### src/sdx_alu.sv
// Shared constants and the combinational subtract/decrement unit
// ----------------------------------------------------------------
// Constants
// ----------------------------------------------------------------
package sdx_pkg;
  localparam int          DATA_W    = 8;
  localparam int          FLAG_W    = 6;
  localparam int          NIB_W     = 4;
  // Flag vector bit positions
  localparam int          FLAG_C    = 0;
  localparam int          FLAG_AC   = 1;
  localparam int          FLAG_Z    = 2;
  localparam int          FLAG_OV   = 3;
  localparam int          FLAG_SC   = 4;
  localparam int          FLAG_CZ   = 5;
  localparam logic [7:0]  ACC_RST   = 8'h00;
  localparam logic [5:0]  FLAGS_RST = 6'h00;
  localparam logic [7:0]  ZERO      = 8'h00;
  localparam logic [7:0]  ONE       = 8'h01;
  localparam logic [7:0]  ALL_ONES  = 8'hff;

  typedef enum logic [1:0] {
    OP_SUB_BORROW_MEM                = 2'h0,
    OP_DECREMENT_SKIP_IF_ZERO        = 2'h1,
    OP_DECREMENT_TO_ACC_SKIP_IF_ZERO = 2'h2,
    OP_RESERVED                      = 2'h3
  } sdx_op_t;

  typedef enum logic [1:0] {
    ST_RUN   = 2'b01,
    ST_DUMMY = 2'b10
  } sdx_state_t;
endpackage : sdx_pkg

// ----------------------------------------------------------------
// Arithmetic unit
// ----------------------------------------------------------------
module sdx_alu (
  input  wire sdx_pkg::sdx_op_t opKind,      // Instruction being executed
  input  wire logic [7:0]       accIn,       // Accumulator value
  input  wire logic [7:0]       memIn,       // Addressed memory byte
  input  wire logic [5:0]       flagsIn,     // Current flags
  output logic      [7:0]       result,      // Arithmetic result
  output logic      [5:0]       flagsOut,    // Flags after the operation
  output logic                  resultZero   // Result equals zero
);
  logic       borrow;
  logic [8:0] diffFull;
  logic [4:0] lowDiff;

  always_comb begin
    borrow   = ~flagsIn[sdx_pkg::FLAG_C];
    // Nine bits so the borrow out is visible
    diffFull = {1'b0, accIn} - {1'b0, memIn} - {8'h00, borrow};
    lowDiff  = {1'b0, accIn[3:0]} - {1'b0, memIn[3:0]} - {4'h0, borrow};
    flagsOut = flagsIn;
    if (opKind == sdx_pkg::OP_SUB_BORROW_MEM) begin
      result                     = diffFull[7:0];
      flagsOut[sdx_pkg::FLAG_C]  = ~diffFull[sdx_pkg::DATA_W];
      flagsOut[sdx_pkg::FLAG_AC] = ~lowDiff[sdx_pkg::NIB_W];
      flagsOut[sdx_pkg::FLAG_Z]  = (diffFull[7:0] == sdx_pkg::ZERO);
      flagsOut[sdx_pkg::FLAG_OV] = (accIn[7] ^ memIn[7]) & (accIn[7] ^ diffFull[7]);
      flagsOut[sdx_pkg::FLAG_SC] = flagsOut[sdx_pkg::FLAG_OV] ^ diffFull[7];
      // Chained compare: zero only if the earlier byte was zero too
      flagsOut[sdx_pkg::FLAG_CZ] = flagsOut[sdx_pkg::FLAG_Z] & flagsIn[sdx_pkg::FLAG_CZ];
    end else begin
      result = memIn - sdx_pkg::ONE;
    end
    resultZero = (result == sdx_pkg::ZERO);
  end
endmodule : sdx_alu

### src/sdx_exec.sv
// Execution unit for subtract-borrow-to-memory and the two decrement-skip instructions
module sdx_exec (
  input  wire logic              clk_sys,               // System clock, 100 MHz
  input  wire logic              srst,                  // Synchronous reset, active high
  input  wire logic              opValid,               // Instruction offered
  input  wire sdx_pkg::sdx_op_t  opKind,                // Which instruction
  input  wire logic [7:0]        opAddr,                // Memory address of operand
  input  wire logic [7:0]        memRdData,             // Operand byte at opAddr
  input  wire logic              accWrEn,               // Core loads accumulator
  input  wire logic [7:0]        accWrData,             // Accumulator load value
  input  wire logic              flagWrEn,              // Core loads flags
  input  wire logic [5:0]        flagWrData,            // Flag load value
  output logic                   opReady,               // Instruction can be taken
  output logic                   memWrEn,               // Memory write pulse
  output logic      [7:0]        memWrAddr,             // Memory write address
  output logic      [7:0]        memWrData,             // Memory write data
  output logic      [7:0]        accumulatorReg,        // Accumulator
  output logic                   carryFlag,             // C
  output logic                   auxCarryFlag,          // AC
  output logic                   zeroFlag,              // Z
  output logic                   overflowFlag,          // OV
  output logic                   signedCompareFlag,     // SC
  output logic                   combinedCarryZeroFlag, // CZ
  output logic                   skipTaken,             // Pulse: next instruction skipped
  output logic                   dummyCycle             // Level: dummy slot in progress
);
  // ----------------------------------------------------------------
  // State
  // ----------------------------------------------------------------
  typedef struct packed {
    sdx_pkg::sdx_state_t state;
    logic [7:0]          acc;
    logic [5:0]          flags;
    logic                memWrEn;
    logic [7:0]          memWrAddr;
    logic [7:0]          memWrData;
    logic                skip;
  } sdx_regs_t;

  sdx_regs_t  r;
  sdx_regs_t  next_r;
  logic [7:0] aluResult;
  logic [5:0] aluFlags;
  logic       aluZero;
  logic       take;
  logic       validOp;

  sdx_alu u_alu (
    .opKind     (opKind),
    .accIn      (r.acc),
    .memIn      (memRdData),
    .flagsIn    (r.flags),
    .result     (aluResult),
    .flagsOut   (aluFlags),
    .resultZero (aluZero)
  );

  // ----------------------------------------------------------------
  // Next state
  // ----------------------------------------------------------------
  // No new instruction while the dummy slot runs
  assign opReady = (r.state == sdx_pkg::ST_RUN);
  // Reserved code acts as an idle slot, so core loads still land
  assign validOp = (opKind != sdx_pkg::OP_RESERVED);
  assign take    = opValid && opReady && validOp;

  always_comb begin
    next_r         = r;
    next_r.memWrEn = 1'b0;
    next_r.skip    = 1'b0;
    case (r.state)
      sdx_pkg::ST_RUN: begin
        if (take) begin
          case (opKind)
            sdx_pkg::OP_SUB_BORROW_MEM: begin
              next_r.memWrEn   = 1'b1;
              next_r.memWrAddr = opAddr;
              next_r.memWrData = aluResult;
              next_r.flags     = aluFlags;
            end
            sdx_pkg::OP_DECREMENT_SKIP_IF_ZERO: begin
              next_r.memWrEn   = 1'b1;
              next_r.memWrAddr = opAddr;
              next_r.memWrData = aluResult;
              next_r.skip      = aluZero;
            end
            sdx_pkg::OP_DECREMENT_TO_ACC_SKIP_IF_ZERO: begin
              next_r.acc  = aluResult;
              next_r.skip = aluZero;
            end
            default: begin
              next_r.skip = 1'b0;
            end
          endcase
          if (next_r.skip) begin
            next_r.state = sdx_pkg::ST_DUMMY;
          end
        end else begin
          if (accWrEn) begin
            next_r.acc = accWrData;
          end
          if (flagWrEn) begin
            next_r.flags = flagWrData;
          end
        end
      end
      sdx_pkg::ST_DUMMY: begin
        // Slot is burnt; loads from the core are ignored too
        next_r.state = sdx_pkg::ST_RUN;
      end
      default: begin
        next_r.state = sdx_pkg::ST_RUN;
      end
    endcase
  end

  always_ff @(posedge clk_sys) begin
    if (srst) begin
      r.state     <= sdx_pkg::ST_RUN;
      r.acc       <= sdx_pkg::ACC_RST;
      r.flags     <= sdx_pkg::FLAGS_RST;
      r.memWrEn   <= 1'b0;
      r.memWrAddr <= sdx_pkg::ZERO;
      r.memWrData <= sdx_pkg::ZERO;
      r.skip      <= 1'b0;
    end else begin
      r <= next_r;
    end
  end

  // ----------------------------------------------------------------
  // Outputs
  // ----------------------------------------------------------------
  assign memWrEn               = r.memWrEn;
  assign memWrAddr             = r.memWrAddr;
  assign memWrData             = r.memWrData;
  assign accumulatorReg        = r.acc;
  assign carryFlag             = r.flags[sdx_pkg::FLAG_C];
  assign auxCarryFlag          = r.flags[sdx_pkg::FLAG_AC];
  assign zeroFlag              = r.flags[sdx_pkg::FLAG_Z];
  assign overflowFlag          = r.flags[sdx_pkg::FLAG_OV];
  assign signedCompareFlag     = r.flags[sdx_pkg::FLAG_SC];
  assign combinedCarryZeroFlag = r.flags[sdx_pkg::FLAG_CZ];
  assign skipTaken             = r.skip;
  assign dummyCycle            = (r.state == sdx_pkg::ST_DUMMY);

  logic takeSub;
  logic takeDec;
  logic takeDecAcc;
  logic subNoBorrow;
  logic [8:0] subWide;
  logic       auxNoBorrow;
  assign takeSub     = take && (opKind == sdx_pkg::OP_SUB_BORROW_MEM);
  assign takeDec     = take && (opKind == sdx_pkg::OP_DECREMENT_SKIP_IF_ZERO);
  assign takeDecAcc  = take && (opKind == sdx_pkg::OP_DECREMENT_TO_ACC_SKIP_IF_ZERO);
  assign subNoBorrow = {1'b0, r.acc} >= ({1'b0, memRdData} + {8'h00, ~carryFlag});
  // Sign-extended reference, so overflow is judged apart from the unit's own formula
  assign subWide     = {r.acc[7], r.acc} - {memRdData[7], memRdData} - {8'h00, ~carryFlag};
  assign auxNoBorrow = {1'b0, r.acc[3:0]} >= ({1'b0, memRdData[3:0]} + {4'h0, ~carryFlag});
endmodule : sdx_exec

### config.mk
export PLATFORM = sky130hd
export DESIGN_NAME = sdx_exec
export DESIGN_NICKNAME = d
export VERILOG_FILES = /design/src/sdx_alu.sv /design/src/sdx_exec.sv
export SDC_FILE = /design/constraint.sdc
export NUM_CORES = 1
export LEC_CHECK = 0
export ABC_AREA = 1
export BUFFER_PORTS_ARGS = -buffer_cell sky130_fd_sc_hd__clkbuf_2
export CAP_MARGIN = 20
export CORE_AREA = 2 2 88 90
export DETAILED_ROUTE_END_ITERATION = 6
export DIE_AREA = 0 0 90 92
export SYNTH_ARGS = -nofsm -noshare
export SYNTH_HDL_FRONTEND = slang
export SYNTH_SLANG_ARGS = --single-unit
### constraint.sdc
create_clock -name clk_sys -period 2.6 [get_ports clk_sys]
set_input_delay 0 -clock clk_sys [delete_from_list [all_inputs] [get_ports clk_sys]]
set_output_delay 0 -clock clk_sys [all_outputs]
set_load 0.02 [all_outputs]
==> metrics.md <==
| Metric | Value |
|---|---|
| Fin crit share | 0.909 |
| Placed cells | ~530 |
| Input/output buffers | 70 |
| Wire length on met2 | ~3200 um |
| Nets | about 500 |
| First drt pass iteration count | 4 |
| Metal-1 WL | about 3200 um |
| Largest cells by area after synthesis | dfxtp_1, nand2_1, ha_1 |
| Worst Setup End Kind | register |
| Min-Delay Path Class | in2reg |
| Hold WS | around 0.014 ns |
| Sw Share | 0.355 |
| Final min period | approximately 2.4 ns |
| Relative slew slack | 0.560 |
| Non-Filler Instances | around 550 |
| Root Buffer | clkbuf_8 |
| Fillers | 825 |
| Routed vias | ~2,500 |
| DR top layer | met4 |
| Post-Synthesis Cells | ~380 |
| Cell taking the most area after synthesis | dfxtp_1 |
| Share of cells above drive strength 1 | 0.230 |
| Reg2reg start | accumulatorReg[0] |
| Critical Path RT | between 2 and 3 ns |
| Compound-Gate Fraction of Synth Area | 0.134 |
| Final weighted congestion in routability-driven placement | 0.876 |
| Syn Area/Cell | around 6.6 sq um |
| Leakage | 1.63 nW |
| Area after DPL | approximately 2800 sq um |
| Vias in the first global route | 2,495 |
| Synth Register Bits | 34 |
| Hold-fix buffers, CTS | 13 |
| CP startpoint | accumulatorReg[0] |
| CTS tree | yes |
| Post-Synth Adder-Cell Area | 0.110 |
| Post-route cell area | just over 3000 sq um |
| CTS H-tree depth | 2 |
| GR Overflow Total | 0 |
| Ys async rst share | 0 |
| Int Pwr | roughly 0.0010 W |
| Routed WL per cell | about 12 um |
| Sw Pwr | about 0.00057 W |
| Register area share after synthesis | 0.271 |
| Hold Vio Cnt, Final | 0 |
| Worst-Skew Late Latency | around 0.30 ns |
| Slew Viols, Final | 0 |
| First-pass GRT wire length | 11,600 um |
| Gr usage total | 0.172 |
| Main combinational cell family by area after synthesis | simple AND/OR/NAND/NOR gates |
| Arr. time, crit path | 2.51 ns |
| Power, Total | 0.00162 W |
| Clk sinks | 34 |
| Post-CTS Setup Inserts | 0 |
| CTS Buffer Depth | 2 |
| RSZ-0062 raised after global routing | false |
| Crit-path max FO | 3 |
| Die width | around 90 um |
| Maximum vdd drop | 0.000261 V |
| Post-synthesis mux area share | 0 |
| Top FF cell, synth | dfxtp_1 |
| Reg-to-reg slack, setup | 0.24 ns |
| Setup Viol. Count Final | 0 |
| Area grow syn2layout | 20.5% |
| Fraction of power consumed by combinational cells | 0.340 |
| Via/cell ratio | 4.53 |
| Initial Util | 0.338 |
| Yosys warnings | 0 |
| Fmax | 423 MHz |
| Outcome | finished, final reports clean |
| Largest net degree at the start of global routing | 17 |
| Post-route DRC violation count | 0 |
| Setup Skew | slightly below 0.008 ns |
| CTS resizes | 0 |
| Setup TNS | 0 ns |
| ANT cells | 0 |
| Seq pwr share | 0.357 |
| Mapped Area | 2520 sq um |
| Hold Crit Start | accWrData[0] |
| Yosys cell types | 32 |
| Reg clk slew, reported paths | 0.07 ns |
| Clock group share of total power | 0.303 |
| Antenna violations before repair | 0 |
| Die Y | ~90 um |
| ANT nets after route | 0 |
| I/O pin count | slightly above 70 |
| Maxcap violations | 0 |
| Mapped Nets | between 400 and 500 |
| Synth Area in XOR/XNOR | 0.0104 |
| Worst-margin pin slew | between 0.6 and 0.7 ns |
| CTS buffer count | 5 |
| Rows | 32 |
| Routed wl met3 | roughly 320 um |
| Final WL | between 6000 and 7000 um |
| Initial detailed-routing violation count | 105 |
| Hpwl dp | ~5300 um |
| EDFF count, synth | 0 |
| Simple-gate area share of the yosys netlist | 0.286 |
| Die area | between 8000 and 9000 sq um |
| PwrDens | 533 nW/um^2 |
| Crit path kind | reg2reg |
| Worst setup SP type | register |
| Synth top area share | 0.271 |
| Core area | around 7400 sq um |
-- cell families (layout without fill, tap and decap cells) --
kind of cell	after synthesis	in the layout
AND/OR/NAND/NOR	167	167
buffers and inverters	97	159
AO/OA/AOI/OAI	60	60
flip-flops	34	34
adder cells (fa/ha/maj)	21	21
XOR/XNOR	3	3
-- stage by stage --
step	setup WS, ns	utilization
2_1_floorplan	0.415	-
3_3_place_gp	0.296	0.374
3_5_place_dp	0.216	0.374
4_1_cts	0.220	0.407
5_1_grt	0.0243	0.407
6_report	0.235	0.407
-- Yosys cell counts, drive strengths merged, types with 5 or more instances --
cell type	n
a21oi	24
a31oi	5
buf	30
dfxtp	34
ha	19
inv	63
nand2	105
nand3	18
nor2	34
o21ai	22
o21bai	5
-- sequential cells by signal (all words and copies together), names as in the netlist, 2 cells and up --
register        cells
r                   2
memWrAddr           8
memWrData           8
accumulatorReg      8
-- critical path: stages (launching register included) --
cell     delay [ns]
dfxtp_1        0.35
inv_1          0.07
fa_1           0.38
inv_1          0.11
fa_1           0.45
nand2_1        0.08
o21ai_0        0.19
nor2_1         0.15
nand2_1        0.07
nor2_1         0.08
nand2_1        0.07
nor2_2         0.10
nand4_2        0.14
-- placed cells by master, fill, tap and decap left out, types with 4 or more instances in the layout --
master         instances
nor2_1                30
o21bai_1               5
nand2_1              100
clkbuf_8               5
inv_2                  6
o21ai_0               16
nand2_2                4
ha_1                  19
nand3_1               18
o21ai_1                4
dlygate4sd3_1         13
a21oi_1               24
dfxtp_1               34
clkbuf_2              70
inv_1                 57
o211ai_1               4
a31oi_1                5
-- power groups by stage --
| stage | clock network, W | registers (W) | logic [W] |
|---|---|---|---|
| 6_report | 0.000490 | 0.000578 | 0.000550 |
| 5_1_grt | 0.000525 | 0.000582 | 0.000626 |
| 4_1_cts | 0.000500 | 0.000578 | 0.000554 |
| 3_5_place_dp | 0 | 0.000590 | 0.000535 |
| 3_3_place_gp | 0 | 0.000589 | 0.000530 |
| 2_1_floorplan | 0 | 0.000592 | 0.000408 |
-- final timing paths --
check                            to  cells after the start
setup / recovery              r[32]                     12
hold / removal    accumulatorReg[0]                      3
setup reg to reg              r[32]                     12
hold reg to reg        memWrAddr[6]                      2
-- metal layers --
| layer | GRT usage | vias up |
|---|---|---|
| met2 | 0.304 | 68 |
| met3 | 0.0394 | 11 |
| li1 | - | 1291 |
| met4 | 0.0436 | 0 |
| met5 | 0 | - |
| met1 | 0.212 | 1104 |
-- layout make-up --
class,instances,area [sq um],area share
timing repair buffer,86,503,0.166
multi-input combinational,251,1360,0.449
sequential,34,681,0.225
clock buffer,5,68.8,0.0227
clock inverter,3,45.0,0.0149
inverter,65,245,0.0809
tap,102,128,0.0421
Note: power is estimated with default switching activity, not from simulation.
